### config.mk
export PLATFORM = sky130hd
export DESIGN_NAME = debug_access_device_flat
export DESIGN_NICKNAME = d
export VERILOG_FILES = /design/src/debug_access_host_end.sv /design/src/debug_link_pkg.sv /design/src/debug_link_if.sv /design/src/debug_access_device.sv /design/src/flat_wrapper.sv
export SDC_FILE = /design/constraint.sdc
export NUM_CORES = 1
export LEC_CHECK = 0
export ABC_CLOCK_PERIOD_IN_PS = 4900
export BUFFER_PORTS_ARGS = -buffer_cell sky130_fd_sc_hd__buf_2
export CAP_MARGIN = 40
export CORE_MARGIN = 1
export CORE_UTILIZATION = 30
export CTS_BUF_LIST = sky130_fd_sc_hd__clkbuf_8 sky130_fd_sc_hd__clkbuf_16
export CTS_CLUSTER_SIZE = 12
export DETAILED_ROUTE_END_ITERATION = 8
export SLEW_MARGIN = 40
export SYNTH_ARGS = -nofsm -noshare
export SYNTH_HDL_FRONTEND = slang
export SYNTH_SLANG_ARGS = --single-unit
### constraint.sdc
create_clock -name clk -period 4.9 [get_ports clk]
set_input_delay 0.245 -clock clk [delete_from_list [all_inputs] [get_ports clk]]
set_output_delay 0.245 -clock clk [all_outputs]
set_load 0.03 [all_outputs]
### src/debug_access_host_end.sv
// No logic here; the debugger end is one module

### src/debug_link_pkg.sv
// Constants and types shared by both ends of the debug link
// Summary of operation
// - Three 64-bit unlock keys, low byte first
// - Valid key sets its key-active status bit
// - Debugger erases: key, reset pulse, poll lock
// - Locked: only register space, no system bus
// - Erase forces brownout detector on, fuse level
// - Memory controller writes only when unlocked
// - Programming: key, reset pulse, poll status
// - Programming ends with another reset pulse
// - Signature asserts system reset until cleared
// - User row: key, reset pulse, poll status
// - User row writes only first 32 bytes
// - Buffered bytes copied one-to-one to row
// - Finish row: final bit, poll, clear key
// - User row mode refuses memory reads
// - Event on every sync rising edge, always
// - Link works in sleep; bus blocked clockless
// - Sleeping bit set in idle or deeper
// - Clock request default one keeps clock
// - Registers reachable from the link only
// - Low offsets phy, upper offsets access layer
// - Signature 0x59 resets, other values clear
// - Programming key clears when sequence ends
package debug_link_pkg;
  localparam logic [63:0] KEY_ERASE      = 64'h4E564D4572617365;
  localparam logic [63:0] KEY_PROGRAM    = 64'h4E564D50726F6720;
  localparam logic [63:0] KEY_USER_ROW   = 64'h4E564D5573267465;
  localparam logic [3:0]  KEY_BYTES      = 4'h8;
  localparam logic [7:0]  RESET_SIGNATURE = 8'h59;

  localparam logic [3:0] OFS_REVISION   = 4'h0;
  localparam logic [3:0] OFS_ERROR      = 4'h1;
  localparam logic [3:0] OFS_PHY_FIRST  = 4'h2;
  localparam logic [3:0] OFS_PHY_SECOND = 4'h3;
  localparam logic [3:0] OFS_KEY_STATUS = 4'h7;
  localparam logic [3:0] OFS_RESET_REQ  = 4'h8;
  localparam logic [3:0] OFS_ACC_CTRL   = 4'h9;
  localparam logic [3:0] OFS_SYS_CTRL   = 4'hA;
  localparam logic [3:0] OFS_SYS_STATUS = 4'hB;
  localparam logic [3:0] OFS_SCAN       = 4'hC;

  localparam int BIT_USER_ROW_KEY = 5;
  localparam int BIT_PROGRAM_KEY  = 4;
  localparam int BIT_ERASE_KEY    = 3;
  localparam int BIT_KEEP_CLOCK   = 0;
  localparam int BIT_FINAL_WRITE  = 1;
  localparam int BIT_RST_ACTIVE   = 5;
  localparam int BIT_SLEEPING     = 4;
  localparam int BIT_PROG_STATUS  = 3;
  localparam int BIT_UROW_STATUS  = 2;
  localparam int BIT_LOCK         = 0;

  localparam logic [3:0] REVISION_VALUE   = 4'h1; // Arbitrary revision code
  localparam logic [7:0] ACC_CTRL_RESET   = 8'h02;
  localparam logic [7:0] SYS_CTRL_RESET   = 8'h01;
  localparam int         USER_ROW_BYTES   = 32;
  localparam int         LINK_HALF_CYCLES = 4;   // 25 MHz / 8 = 320 ns link

  typedef enum logic [2:0] {
    CMD_IDLE      = 3'h0,
    CMD_KEY_BYTE  = 3'h1,
    CMD_REG_WRITE = 3'h2,
    CMD_REG_READ  = 3'h3,
    CMD_MEM_WRITE = 3'h4,
    CMD_MEM_READ  = 3'h5,
    CMD_SYNC      = 3'h6
  } link_cmd_e;
endpackage : debug_link_pkg

### src/debug_link_if.sv
// Link between debugger end and device end
interface debug_link_if;
  import debug_link_pkg::*;
  logic              link_clk;
  logic [2:0]        link_cmd;
  logic [15:0]       link_addr;
  logic [7:0]        link_wdata;
  logic              link_sync;
  logic [7:0]        link_rdata;
  logic              link_ok;
  logic              link_ack;
  modport device (input link_clk, link_cmd, link_addr, link_wdata,
                  link_sync, output link_rdata, link_ok, link_ack);
  modport host (output link_clk, link_cmd, link_addr, link_wdata,
                link_sync, input link_rdata, link_ok, link_ack);
endinterface : debug_link_if

### src/debug_access_device.sv
// Device end: key unlock, reset request, access gating, sync events
module debug_access_device
  import debug_link_pkg::*;
(
  input  wire logic        clk,
  input  wire logic        rst_n,
  debug_link_if.device     link,
  input  wire logic        lock_bits,
  input  wire logic        sys_sleeping,
  input  wire logic        erase_done,
  input  wire logic [2:0]  bod_fuse_level,
  input  wire logic [2:0]  scan_status,
  input  wire logic [7:0]  mem_rdata,
  output logic             system_reset_active,
  output logic             erase_request,
  output logic             brownout_force,
  output logic [2:0]       brownout_level,
  output logic             cpu_hold,
  output logic             mem_we,
  output logic             mem_re,
  output logic [15:0]      mem_addr,
  output logic [7:0]       mem_wdata,
  output logic             row_we,
  output logic [4:0]       row_addr,
  output logic [7:0]       row_wdata,
  output logic             sync_edge_event,
  output logic             keep_clock_request
);
  // Two-stage capture of every link input; only stage two is read
  logic [28:0] meta_q, sync_q;
  logic        clk_prev_q, sync_prev_q;
  always_ff @(posedge clk) begin
    if (!rst_n) begin
      meta_q      <= '0;
      sync_q      <= '0;
      clk_prev_q  <= 1'b0;
      sync_prev_q <= 1'b0;
    end else begin
      meta_q      <= {link.link_clk, link.link_sync, link.link_cmd,
                      link.link_addr, link.link_wdata};
      sync_q      <= meta_q;
      clk_prev_q  <= sync_q[28];
      sync_prev_q <= sync_q[27];
    end
  end
  logic        edge_seen;
  logic [2:0]  cmd;
  logic [15:0] addr;
  logic [7:0]  wdata;
  assign edge_seen = sync_q[28] && !clk_prev_q;
  assign cmd       = sync_q[26:24];
  assign addr      = sync_q[23:8];
  assign wdata     = sync_q[7:0];

  // Sync edge event cannot be masked
  always_ff @(posedge clk) begin
    if (!rst_n) sync_edge_event <= 1'b0;
    else sync_edge_event <= sync_q[27] && !sync_prev_q;
  end

  logic [7:0] phy_first_q, phy_second_q, acc_ctrl_q, sys_ctrl_q;
  logic       erase_key_q, prog_key_q, urow_key_q;
  logic       prog_status_q, urow_status_q, copying_q;
  logic [63:0] key_shift_q;
  logic [3:0]  key_count_q;
  logic [7:0]  row_buf_q [USER_ROW_BYTES];
  logic [4:0]  copy_idx_q;

  logic is_reg_write, is_key_byte, reset_release, bus_blocked;
  logic key_done;
  logic [63:0] key_full;
  assign is_reg_write  = edge_seen && (cmd == CMD_REG_WRITE);
  assign is_key_byte   = edge_seen && (cmd == CMD_KEY_BYTE);
  assign reset_release = system_reset_active && is_reg_write &&
                         addr[3:0] == OFS_RESET_REQ &&
                         wdata != RESET_SIGNATURE;
  assign key_full      = {wdata, key_shift_q[63:8]};
  assign key_done      = is_key_byte && key_count_q == KEY_BYTES - 4'h1;
  // Sleep with the clock really stopped leaves no bus to reach
  assign bus_blocked   = lock_bits || system_reset_active ||
                         (sys_sleeping && !sys_ctrl_q[BIT_KEEP_CLOCK]);

  // Key bytes collected low byte first, compared after the eighth
  always_ff @(posedge clk) begin
    if (!rst_n) begin
      key_shift_q <= '0;
      key_count_q <= '0;
    end else if (is_key_byte) begin
      key_shift_q <= key_full;
      key_count_q <= key_done ? 4'h0 : key_count_q + 4'h1;
    end
  end

  // Key-active bits
  always_ff @(posedge clk) begin
    if (!rst_n) begin
      erase_key_q <= 1'b0;
      prog_key_q  <= 1'b0;
      urow_key_q  <= 1'b0;
    end else begin
      if (key_done && key_full == KEY_ERASE) erase_key_q <= 1'b1;
      else if (erase_key_q && erase_done) erase_key_q <= 1'b0;
      if (key_done && key_full == KEY_PROGRAM) prog_key_q <= 1'b1;
      else if (prog_status_q && reset_release) prog_key_q <= 1'b0;
      if (key_done && key_full == KEY_USER_ROW) urow_key_q <= 1'b1;
      else if (is_reg_write && addr[3:0] == OFS_KEY_STATUS &&
               wdata[BIT_USER_ROW_KEY])
        urow_key_q <= 1'b0;
    end
  end

  // Reset request; any value but the signature releases
  always_ff @(posedge clk) begin
    if (!rst_n) system_reset_active <= 1'b0;
    else if (is_reg_write && addr[3:0] == OFS_RESET_REQ)
      system_reset_active <= wdata == RESET_SIGNATURE;
  end

  // Erase starts on reset release with key; detector forced meanwhile
  always_ff @(posedge clk) begin
    if (!rst_n) begin
      erase_request  <= 1'b0;
      brownout_force <= 1'b0;
      brownout_level <= '0;
    end else begin
      erase_request <= reset_release && erase_key_q;
      if (reset_release && erase_key_q) brownout_force <= 1'b1;
      else if (erase_done) brownout_force <= 1'b0;
      brownout_level <= bod_fuse_level;
    end
  end

  // Programming modes entered on a reset pulse with the key held
  always_ff @(posedge clk) begin
    if (!rst_n) begin
      prog_status_q <= 1'b0;
      urow_status_q <= 1'b0;
    end else if (reset_release) begin
      prog_status_q <= prog_key_q && !prog_status_q && !lock_bits;
      if (urow_key_q && lock_bits) urow_status_q <= 1'b1;
    end else if (copying_q && copy_idx_q == 5'(USER_ROW_BYTES - 1)) begin
      urow_status_q <= 1'b0;
    end
  end

  // Memory access through the link, gated by lock and mode
  logic mem_write_cmd, mem_read_cmd, mem_ok;
  assign mem_write_cmd = edge_seen && cmd == CMD_MEM_WRITE;
  assign mem_read_cmd  = edge_seen && cmd == CMD_MEM_READ;
  always_comb begin
    if (urow_status_q)
      mem_ok = mem_write_cmd && addr < 16'(USER_ROW_BYTES);
    else
      mem_ok = !bus_blocked && (mem_read_cmd ||
               (mem_write_cmd && prog_status_q));
  end

  always_ff @(posedge clk) begin
    if (!rst_n) begin
      mem_we    <= 1'b0;
      mem_re    <= 1'b0;
      mem_addr  <= '0;
      mem_wdata <= '0;
    end else begin
      mem_we <= mem_ok && mem_write_cmd && !urow_status_q;
      mem_re <= mem_ok && mem_read_cmd;
      if (mem_ok) begin
        mem_addr  <= addr;
        mem_wdata <= wdata;
      end
    end
  end

  always_ff @(posedge clk) begin
    if (urow_status_q && mem_ok)
      row_buf_q[addr[4:0]] <= wdata;
  end

  // Final write copies buffer into the row, one byte per cycle
  always_ff @(posedge clk) begin
    if (!rst_n) begin
      copying_q  <= 1'b0;
      copy_idx_q <= '0;
      row_we     <= 1'b0;
      row_addr   <= '0;
      row_wdata  <= '0;
    end else begin
      row_we <= copying_q;
      if (copying_q) begin
        row_addr   <= copy_idx_q;
        row_wdata  <= row_buf_q[copy_idx_q];
        copy_idx_q <= copy_idx_q + 5'h1;
        if (copy_idx_q == 5'(USER_ROW_BYTES - 1)) copying_q <= 1'b0;
      end else if (urow_status_q && is_reg_write &&
                   addr[3:0] == OFS_SYS_CTRL && wdata[BIT_FINAL_WRITE]) begin
        copying_q  <= 1'b1;
        copy_idx_q <= '0;
      end
    end
  end

  // Plain read/write registers
  always_ff @(posedge clk) begin
    if (!rst_n) begin
      phy_first_q  <= '0;
      phy_second_q <= '0;
      acc_ctrl_q   <= ACC_CTRL_RESET;
      sys_ctrl_q   <= SYS_CTRL_RESET;
    end else if (is_reg_write) begin
      unique case (addr[3:0])
        OFS_PHY_FIRST:  phy_first_q  <= wdata;
        OFS_PHY_SECOND: phy_second_q <= wdata & 8'h1C;
        OFS_ACC_CTRL:   acc_ctrl_q   <= wdata & 8'h03;
        OFS_SYS_CTRL:   sys_ctrl_q   <= wdata & 8'h01;
        default: ;
      endcase
    end
  end

  always_ff @(posedge clk) begin
    if (!rst_n) begin
      cpu_hold           <= 1'b0;
      keep_clock_request <= 1'b1;
    end else begin
      cpu_hold           <= prog_status_q || urow_status_q;
      keep_clock_request <= sys_ctrl_q[BIT_KEEP_CLOCK];
    end
  end

  // Register read mux; link is the only path in
  logic [7:0] reg_rdata;
  always_comb begin
    reg_rdata = 8'h00;
    unique case (addr[3:0])
      OFS_REVISION:   reg_rdata = {REVISION_VALUE, 4'h0};
      OFS_PHY_FIRST:  reg_rdata = phy_first_q;
      OFS_PHY_SECOND: reg_rdata = phy_second_q;
      OFS_KEY_STATUS: begin
        reg_rdata[BIT_USER_ROW_KEY] = urow_key_q;
        reg_rdata[BIT_PROGRAM_KEY]  = prog_key_q;
        reg_rdata[BIT_ERASE_KEY]    = erase_key_q;
      end
      OFS_RESET_REQ:  reg_rdata[0] = system_reset_active;
      OFS_ACC_CTRL:   reg_rdata = acc_ctrl_q;
      OFS_SYS_CTRL:   reg_rdata = sys_ctrl_q;
      OFS_SYS_STATUS: begin
        reg_rdata[BIT_RST_ACTIVE]  = system_reset_active;
        reg_rdata[BIT_SLEEPING]    = sys_sleeping;
        reg_rdata[BIT_PROG_STATUS] = prog_status_q;
        reg_rdata[BIT_UROW_STATUS] = urow_status_q;
        reg_rdata[BIT_LOCK]        = lock_bits;
      end
      OFS_SCAN:       reg_rdata = {5'h00, scan_status};
      default:        reg_rdata = 8'h00;
    endcase
  end

  // Answer: ack, ok and read data all change in one cycle
  logic       answer_pending_q, answer_ok_q;
  logic [7:0] answer_data_q;
  always_ff @(posedge clk) begin
    if (!rst_n) begin
      answer_pending_q <= 1'b0;
      answer_ok_q      <= 1'b0;
      answer_data_q    <= '0;
      link.link_ack    <= 1'b0;
      link.link_ok     <= 1'b0;
      link.link_rdata  <= '0;
    end else begin
      answer_pending_q <= edge_seen && cmd != CMD_SYNC && cmd != CMD_IDLE;
      if (edge_seen) begin
        answer_ok_q <= (cmd == CMD_MEM_WRITE || cmd == CMD_MEM_READ)
                       ? mem_ok : 1'b1;
        answer_data_q <= (cmd == CMD_REG_READ) ? reg_rdata
                                               : link.link_rdata;
      end
      if (answer_pending_q) begin
        link.link_rdata <= mem_re ? mem_rdata : answer_data_q;
        link.link_ok  <= answer_ok_q;
        link.link_ack <= !link.link_ack;
      end
    end
  end
endmodule : debug_access_device

### src/flat_wrapper.sv
// flat-port wrapper written by rule: the top's interface ports become plain ports
module debug_access_device_flat import debug_link_pkg::*;
  (clk, rst_n, lock_bits, sys_sleeping, erase_done, bod_fuse_level, scan_status, mem_rdata, system_reset_active, erase_request, brownout_force, brownout_level, cpu_hold, mem_we, mem_re, mem_addr, mem_wdata, row_we, row_addr, row_wdata, sync_edge_event, keep_clock_request, link_link_clk, link_link_cmd, link_link_addr, link_link_wdata, link_link_sync, link_link_rdata, link_link_ok, link_link_ack);
  debug_link_if link_i ();
  input  wire logic clk;
  input  wire logic rst_n;
  input  wire logic lock_bits;
  input  wire logic sys_sleeping;
  input  wire logic erase_done;
  input  wire logic [2:0] bod_fuse_level;
  input  wire logic [2:0] scan_status;
  input  wire logic [7:0] mem_rdata;
  output logic system_reset_active;
  output logic erase_request;
  output logic brownout_force;
  output logic [2:0] brownout_level;
  output logic cpu_hold;
  output logic mem_we;
  output logic mem_re;
  output logic [15:0] mem_addr;
  output logic [7:0] mem_wdata;
  output logic row_we;
  output logic [4:0] row_addr;
  output logic [7:0] row_wdata;
  output logic sync_edge_event;
  output logic keep_clock_request;
  input wire logic [$bits(link_i.link_clk)-1:0] link_link_clk;
  input wire logic [$bits(link_i.link_cmd)-1:0] link_link_cmd;
  input wire logic [$bits(link_i.link_addr)-1:0] link_link_addr;
  input wire logic [$bits(link_i.link_wdata)-1:0] link_link_wdata;
  input wire logic [$bits(link_i.link_sync)-1:0] link_link_sync;
  output wire logic [$bits(link_i.link_rdata)-1:0] link_link_rdata;
  output wire logic [$bits(link_i.link_ok)-1:0] link_link_ok;
  output wire logic [$bits(link_i.link_ack)-1:0] link_link_ack;
  assign link_i.link_clk = link_link_clk;
  assign link_i.link_cmd = link_link_cmd;
  assign link_i.link_addr = link_link_addr;
  assign link_i.link_wdata = link_link_wdata;
  assign link_i.link_sync = link_link_sync;
  assign link_link_rdata = link_i.link_rdata;
  assign link_link_ok = link_i.link_ok;
  assign link_link_ack = link_i.link_ack;
  debug_access_device u_core (.clk(clk), .rst_n(rst_n), .link(link_i), .lock_bits(lock_bits), .sys_sleeping(sys_sleeping), .erase_done(erase_done), .bod_fuse_level(bod_fuse_level), .scan_status(scan_status), .mem_rdata(mem_rdata), .system_reset_active(system_reset_active), .erase_request(erase_request), .brownout_force(brownout_force), .brownout_level(brownout_level), .cpu_hold(cpu_hold), .mem_we(mem_we), .mem_re(mem_re), .mem_addr(mem_addr), .mem_wdata(mem_wdata), .row_we(row_we), .row_addr(row_addr), .row_wdata(row_wdata), .sync_edge_event(sync_edge_event), .keep_clock_request(keep_clock_request));
endmodule
Word-level counts from Yosys, hierarchy flattened
Memories as Yosys holds them, arrays and structs flattened. A register that Yosys moved wholly into a read port is not among the register bits.
Cells that the tools add are included.
{"block": "word_totals", "memories": 1, "out_inout_bits": 59, "mem_bits_ro": 0, "latch_bits": 0, "mem_bits_rw": 256, "regBits": 214}
{"block": "op_classes", "bitwise": 0, "n_reduce_logical": 63, "mul": 0, "order_cmp": 1, "add_sub_neg": 2, "mux": 28, "n_eq_ne": 22, "n_shift": 0, "div": 0}
{"name": "u_core.row_buf_q", "words": 32, "width": 8, "read_ports": 1, "rd_ports_with_merged_regs": 1, "write_ports": 1, "line_no": "debug_access_device.sv:66", "source": "logic [7:0] row_buf_q [USER_ROW_BYTES];"}
{"op": "$eq A64 B63 Y1 const B", "n": 3}
{"op": "$logic_and A1 B1 Y1", "n": 36}
{"op": "$eq A4 B4 Y1 const B", "n": 5}
{"op": "$mux W1", "n": 18}
{"op": "$lt A16 B6 Y1 const B", "n": 1}
{"op": "$mux W8", "n": 2}
{"op": "$pmux W3 S5", "n": 1}
{"op": "$reduce_bool A2 Y1", "n": 6}
{"op": "$mux W5", "n": 2}
{"op": "$reduce_and A2 Y1", "n": 5}
{"op": "$logic_not A1 Y1", "n": 9}
{"op": "$eq A4 B2 Y1 const B", "n": 2}
{"op": "$eq A4 B3 Y1 const B", "n": 2}
{"op": "$eq A8 B7 Y1 const B", "n": 1}
{"op": "$ne A8 B7 Y1 const B", "n": 1}
{"op": "$eq A3 B2 Y1 const B", "n": 2}
{"op": "$eq A3 B3 Y1 const B", "n": 2}
{"op": "$pmux W1 S6", "n": 1}
{"op": "$add A5 B1 Y5 const B", "n": 1}
{"op": "$eq A5 B5 Y1 const B", "n": 1}
{"op": "$logic_or A1 B1 Y1", "n": 5}
{"op": "$add A4 B1 Y4 const B", "n": 1}
{"op": "$logic_not A4 Y1", "n": 1}
{"op": "$mux W4", "n": 1}
{"op": "7 further kinds", "n": 7}

Depth between registers and ports, before layout
Gate-level depths: netlist (run 1).
{"block": "depth", "word_depth": 10, "ltp_mapped": 8, "mapped_depth_nobuf": 6}

Least setup slack after synthesis (run 1)
Ideal clock, no wire load.
{"block": "synth_path", "path_kind": "register -> register", "start": "register u_core.sync_q[16]", "end": "memory u_core.row_buf_q[16][0] (enable)", "t_arrival_ps": 1995, "n_path_buf": 0, "path_stages_with_launch": 6, "period_less_slack_ps": 2390, "slack_ps": 2510, "cell_sequence": "dfxtp_1 nor4_1 nand2_1 nor3_2 nand2_1 nor4_1"}
{"block": "synth_between", "elab_chain_len": 6}
{"element": "from (decl)", "line_no": "debug_access_device.sv:30", "source": "logic [28:0] meta_q, sync_q;"}
{"element": "from (signal assigned)", "line_no": "debug_access_device.sv:41", "source": "sync_q <= meta_q;"}
{"element": "$lt A16 B6 Y1", "line_no": "debug_access_device.sv:152", "source": "mem_ok = mem_write_cmd && addr < 16'(USER_ROW_BYTES);"}
{"element": "$logic_and A1 B1 Y1", "line_no": "debug_access_device.sv:152"}
{"element": "$mux W1", "line_no": "debug_access_device.sv:151", "source": "if (urow_status_q)"}
{"element": "$logic_and A1 B1 Y1", "line_no": "debug_access_device.sv:175", "source": "if (urow_status_q && mem_ok)"}
{"element": "$mux W1", "line_no": "debug_access_device.sv:175"}
{"element": "$mux W1 (implied by the code)", "line_no": "debug_access_device.sv:176", "source": "row_buf_q[addr[4:0]] <= wdata;"}
{"element": "to (decl)", "line_no": "debug_access_device.sv:66"}
Every way passes these cells.

Final worst setup path (run 1)
{"block": "layout_path", "start": "register u_core.sync_q[13]", "end": "memory u_core.row_buf_q[3][5] (enable)"}
The elaborated chain is that of the path after synthesis.

==> results.txt, run 1 <==
total wire length -> 46020 µm
Root Driver -> clkbuf_16
Hold Crit Start -> mem_rdata[7]
cell internal pwr -> 0.006236 W
RSZ-0062 raised after global routing -> no
Area Overhead vs Synth -> 18.13%
ANT nets after route -> 0
share of power burned in registers -> 53.0%
dpl cells -> 2213
Hold Crit Depth -> 4
Peak Freq -> 368.5 MHz
post-synthesis register bit count -> 470
Clock Sinks -> 470
P_sw -> 0.001650 W
drt wl/cell -> 19.63 µm
Worst R2R Start -> u_core.sync_q[13]$_SDFF_PN0_
R2R depth -> 5
crit share post-route -> 55.39%
Synth Net Count -> 1448
sequential fraction of the synthesis area -> 65.24%
initial antenna violation count -> 2
DR pass1 iterations -> 6
core area -> 0.06036 mm²
status -> complete, no violations
area leader, netlist -> edfxtp_1
chip height -> 249.3 µm
Initial DRC Count -> 891
CP Capture Type -> flop
fraction of layout cells with a size suffix above 1 -> 18.12%
PwrDens -> 363.8 mW/mm²
Slew HR -> 42.98%
final setup fails -> 0
final net count -> 1575
Die X -> 249.3 µm
Skew-Pair Late Insertion Delay -> 0.59 ns
count of cell types in the netlist -> 70
classification of the worst setup path -> reg2reg
max-slew violation count -> 0
most used flip-flop cell after synthesis -> edfxtp_1
min cycle time layout -> 2.714 ns
Syn. warnings -> 0
CTS tree -> built
EDFF count, synth -> 256
vias in the first global route -> 11510
setup slack, reg-to-reg -> 2.19 ns
dominant cells by area after synthesis -> edfxtp_1 42%, dfxtp_1 23%, nand2_1 4.5%
DRC -> 0
Hold Path Class -> in2reg
Total Routing Usage GR -> 14.69%
Via Count -> 11540
Worst-Margin Slew -> 0.8532 ns
Worst R2R End -> u_core.row_buf_q[3][5]$_DFFE_PP_
area of the mapped netlist -> 0.01835 mm²
Post-Synthesis Cells -> 1397
critical-path maximum fanout -> 16
postcts setup bufs -> 0
number of port buffers -> 106
via/cell ratio -> 4.923
GP Congestion -> 0.8222
CTS clk-pin slew, worst paths -> 0.06 ns
area of the die -> 0.06216 mm²
CP Launch Type -> flop
row cnt -> 90
VDD IR-drop max -> 0.0002398 V
Setup TNS Final -> 0 ns
final hold vios -> 0
sw frac -> 20.92%
DP Wirelength -> 28630 µm
Antenna diodes -> 0
Critical Path RT -> 5.12 ns
max-cap viol count -> 0
P_leak -> 7.116 nW
most frequent cells in the layout -> 256 x edfxtp_1, 216 x nand2_1, 210 x dfxtp_1, 106 x buf_2, 76 x a21boi_0
Boundary Pins -> 107
Starting Density -> 30.40%
post-cts resize count -> 0
post-synth top area share -> 41.90%
total CTS buffers -> 49
first-pass GRT wire length -> 70180 µm
maximum clock insertion buffer count -> 3
Fin Clk Skew -> 0.02023 ns
hold endpoint -> u_core.link.link_rdata[7]$_SDFFE_PN0P_
global route total overflow -> 0
part of the power in combinational logic -> 2.6%
leading cell type in the layout, fill and taps excluded -> edfxtp_1
H-tree depth -> 2
ys async rst share -> 0%
clock share of power -> 44.4%
Worst Path Arrival -> 2.93 ns
fin cells -> 2344
syn_area_per_cell -> 13.13 µm²
Filler cells -> 5825
largest net degree at the start of global routing -> 99
layout make-up:
cell class	instances	area, µm²	area share (%)
well taps	782	978.4	4.514
repair buffers	170	1142	5.270
inverters	10	37.54	0.1732
flip-flops and latches	470	11980	55.28
multi-input cells	823	6020	27.77
clock inverters	31	132.6	0.6119
clock buffers	58	1384	6.384
registers in the layout, indices dropped and copies added, names as in the netlist, 2 cells and up:
signal and cells:
u_core.acc_ctrl_q 2, u_core.answer_data_q 8, u_core.link.link_rdata 8, u_core.phy_second_q 3, u_core.brownout_level 3, u_core.mem_wdata 8, u_core.sync_q 29, u_core.meta_q 29
u_core.row_buf_q 256, u_core.key_count_q 4, u_core.copy_idx_q 5, u_core.row_addr 5, u_core.row_wdata 8, u_core.key_shift_q 56, u_core.phy_first_q 8, u_core.mem_addr 16
synthesized netlist by cell type (11+ instances only):
master and number:
a21boi_0 76, nand2_1 218, mux4_2 33, and2_1 69
a21boi_1 23, nor3b_1 12, nand3_1 20, a21oi_1 11
nor2b_1 29, clkbuf_1 50, a22oi_1 14, edfxtp_1 256
nor2_1 28, o21ai_0 15, mux2i_1 75, nand2b_1 17
buf_2 27, dfxtp_1 214, nor3_1 36
worst max path at each step:
stage / slack [ns] / endpoint / start / cells after the start
2_1_floorplan: 2.51 / u_core.row_buf_q[16][0]$_DFFE_PP_ / u_core.sync_q[16]$_SDFF_PN0_ / 5
3_3_place_gp: 1.84 / u_core.row_buf_q[8][2]$_DFFE_PP_ / u_core.sync_q[13]$_SDFF_PN0_ / 5
3_5_place_dp: 1.94 / u_core.row_buf_q[21][2]$_DFFE_PP_ / u_core.sync_q[13]$_SDFF_PN0_ / 5
4_1_cts: 1.93 / u_core.row_buf_q[21][2]$_DFFE_PP_ / u_core.sync_q[13]$_SDFF_PN0_ / 5
5_1_grt: 1.99 / u_core.row_buf_q[3][3]$_DFFE_PP_ / u_core.sync_q[20]$_SDFF_PN0_ / 5
6_report: 2.19 / u_core.row_buf_q[3][5]$_DFFE_PP_ / u_core.sync_q[13]$_SDFF_PN0_ / 5
power groups by stage:
| stage | combinational [W] | clock [W] | sequential [W] |
|---|---|---|---|
| after floorplan | 0.0000804 | 0 | 0.00428 |
| after global placement | 0.000173 | 0 | 0.00426 |
| after detailed placement | 0.000178 | 0 | 0.00426 |
| after CTS | 0.000203 | 0.00357 | 0.00418 |
| after global routing | 0.000218 | 0.00372 | 0.00418 |
| final | 0.000203 | 0.00350 | 0.00418 |
layer usage:
| layer | vias to the layer above | routed length, µm | GRT usage (%) |
|---|---|---|---|
| met4 | 2 | 1145 | 4.885 |
| met2 | 364 | 20780 | 22.91 |
| met3 | 71 | 2850 | 2.842 |
| met1 | 5725 | 21230 | 20.41 |
| met5 | - | 12 | 0 |
| li1 | 5377 | - | - |
through the flow:
stage / worst slack [ns] / total power, W / utilization, % / area, µm² / hold WS (ns)
floorplan: 2.511 / 0.004359 / - / 18350 / 0.3589
CTS: 1.934 / 0.007950 / 35.84 / 21630 / 0.004586
detailed placement: 1.940 / 0.004442 / 32.65 / 19710 / 0.3715
finish: 2.186 / 0.007886 / 35.91 / 21680 / 0.03595
global route: 1.988 / 0.008118 / 35.91 / 21680 / 0.02582
global placement: 1.844 / 0.004437 / 32.39 / 19550 / 0.3736
kinds of logic after synthesis:
kind of cell	synth area share, %
mux	9.124
compound gates	9.281
flops	65.24
simple gates	13.13
buf+inv	2.823
fa+ha+maj	0.2046
xor+xnor	0.1910
worst max-delay path: stages (launching register included):
cell      delay (ns)
dfxtp_1         0.31
nor4_1          0.43
nand2_1         0.12
nor3_2          0.35
nand2b_2        0.43
nor2_1          0.71
what timing repair did:
action / CTS / global route
hold endpoints to repair: 42 / 0
setup endpoints to repair: 0 / 0
hold buffers: 41 / 0
(Power assumes the default switching activity.)
==> run 2: changes to the inputs <==
- ABC_CLOCK_PERIOD_IN_PS: 4900 -> 2600
- clock period: 4.9 -> 2.6 ns (I/O delays scaled with it)
==> results.txt, run 2 (synthesized netlist as in run 1, its figures left out) <==
critical-path maximum fanout -> 38
core area -> 0.06036 mm²
Clock Sinks -> 470
setup slack, reg-to-reg -> 0.13 ns
R2R depth -> 5
post-cts resize count -> 0
P_leak -> 7.565 nW
max-slew violation count -> 0
Fin Clk Skew -> 0.04855 ns
cell internal pwr -> 0.01215 W
Worst Path Arrival -> 2.93 ns
Area Overhead vs Synth -> 21.49%
total wire length -> 45950 µm
Root Driver -> clkbuf_16
DRC -> 0
row cnt -> 90
sw frac -> 20.81%
Initial DRC Count -> 837
first-pass GRT wire length -> 71170 µm
Total Routing Usage GR -> 14.77%
GP Congestion -> 0.8508
Slew HR -> 52.26%
Worst R2R End -> u_core.row_wdata[5]$_SDFFE_PN0P_
initial antenna violation count -> 1
H-tree depth -> 2
pre-CTS setup slack -> 0.1602 ns
leading cell type in the layout, fill and taps excluded -> edfxtp_1
Antenna diodes -> 0
final net count -> 1652
DR pass1 iterations -> 5
drt wl/cell -> 18.97 µm
Peak Freq -> 404.9 MHz
most frequent cells in the layout -> 256 x edfxtp_1, 217 x nand2_1, 211 x dfxtp_1, 105 x buf_2, 92 x buf_4
crit share post-route -> 94.99%
classification of the worst setup path -> reg2reg
Worst-Margin Slew -> 0.7161 ns
max-cap viol count -> 0
hold endpoint -> u_core.answer_data_q[4]$_SDFFE_PN0P_
via/cell ratio -> 4.893
total CTS buffers -> 50
Hold Path Class -> in2reg
fin cells -> 2422
final setup fails -> 0
global route total overflow -> 0
Hold Buf Count CTS -> 44
final hold vios -> 0
VDD IR-drop max -> 0.0004919 V
Worst R2R Start -> u_core.copy_idx_q[0]$_SDFFE_PN0P_
number of port buffers -> 106
Hold Slack -> 0.1577 ns
RSZ-0062 raised after global routing -> no
share of power burned in registers -> 51.4%
vias in the first global route -> 11930
CTS clk-pin slew, worst paths -> 0.06 ns
ANT nets after route -> 0
Skew-Pair Late Insertion Delay -> 0.61 ns
Boundary Pins -> 107
postcts setup bufs -> 0
largest net degree at the start of global routing -> 91
CP Launch Type -> flop
PwrDens -> 688.4 mW/mm²
CTS tree -> built
area of the die -> 0.06216 mm²
fraction of layout cells with a size suffix above 1 -> 20.12%
Setup TNS Final -> 0 ns
max reg flops -> 256
Hold Crit Depth -> 6
Starting Density -> 30.40%
maximum clock insertion buffer count -> 3
status -> complete, no violations
DP Wirelength -> 29790 µm
Hold Crit Start -> sys_sleeping
part of the power in combinational logic -> 2.5%
PnR worst setup slack -> 0.1302 ns
Die X -> 249.3 µm
clock share of power -> 46.1%
min cycle time layout -> 2.470 ns
Via Count -> 11850
Critical Path RT -> 3.06 ns
P_sw -> 0.003193 W
chip height -> 249.3 µm
dpl cells -> 2287
CP Capture Type -> flop
==> run 2: cell count changes in the layout (fill, tap and decap cells not counted), moves of 5 or more <==
cell      delta
nor3_1      +24
buf_4       +72
nor3_2      -24
clkbuf_8     +5
==> run 2: worst max-delay path by stage <==
stage,from,endpoint,cells past startpoint
5_1_grt,u_core.copy_idx_q[0]$_SDFFE_PN0P_,u_core.row_wdata[5]$_SDFFE_PN0P_,5
2_1_floorplan,u_core.sync_q[16]$_SDFF_PN0_,u_core.row_buf_q[16][0]$_DFFE_PP_,5
3_5_place_dp,u_core.copy_idx_q[0]$_SDFFE_PN0P_,u_core.row_wdata[5]$_SDFFE_PN0P_,5
6_report,u_core.copy_idx_q[0]$_SDFFE_PN0P_,u_core.row_wdata[5]$_SDFFE_PN0P_,5
4_1_cts,u_core.copy_idx_q[0]$_SDFFE_PN0P_,u_core.row_wdata[5]$_SDFFE_PN0P_,5
3_3_place_gp,u_core.copy_idx_q[0]$_SDFFE_PN0P_,u_core.row_wdata[5]$_SDFFE_PN0P_,5
==> run 2: critical path, cell delays in order, from the launching register on <==
cell,delay [ns]
dfxtp_4,0.81
buf_12,0.27
mux4_2,0.54
mux2i_1,0.31
o221ai_1,0.16
o21a_1,0.20
==> run 2: routing by layer <==
metal  wire length [µm]  GRT usage (%)  vias to the layer above
li1                   -              -                     5514
met1              20370          19.96                     5877
met2              21560          24.10                      388
met3               3104          2.780                       71
met4                911          4.145                        2
met5                 11              0                        -
==> run 2: area by class of cell <==
cell class	count	area, µm²
Fill cell	5796	38070
Sequential cell	470	11980
Multi-Input combinational cell	823	5864
Timing Repair Buffer	246	1757
Clock buffer	61	1403
Tap cell	782	978.4
Clock inverter	30	274.0
Inverter	10	37.54
==> run 2: per-stage QoR <==
step | total power [W] | cell area, µm² | utilization (%)
floorplan | 0.008215 | 18350 | -
global placement | 0.008373 | 20170 | 33.42
detailed placement | 0.008377 | 20170 | 33.42
CTS | 0.01549 | 22290 | 36.93
global route | 0.01582 | 22290 | 36.93
finish | 0.01534 | 22290 | 36.93
==> run 2: power by group through the flow <==
stage | logic [W] | registers (W) | clock network, W
finish | 0.000381 | 0.00789 | 0.00708
global route | 0.000413 | 0.00789 | 0.00752
CTS | 0.000385 | 0.00788 | 0.00722
detailed placement | 0.000333 | 0.00804 | 0
global placement | 0.000331 | 0.00804 | 0
floorplan | 0.000152 | 0.00806 | 0
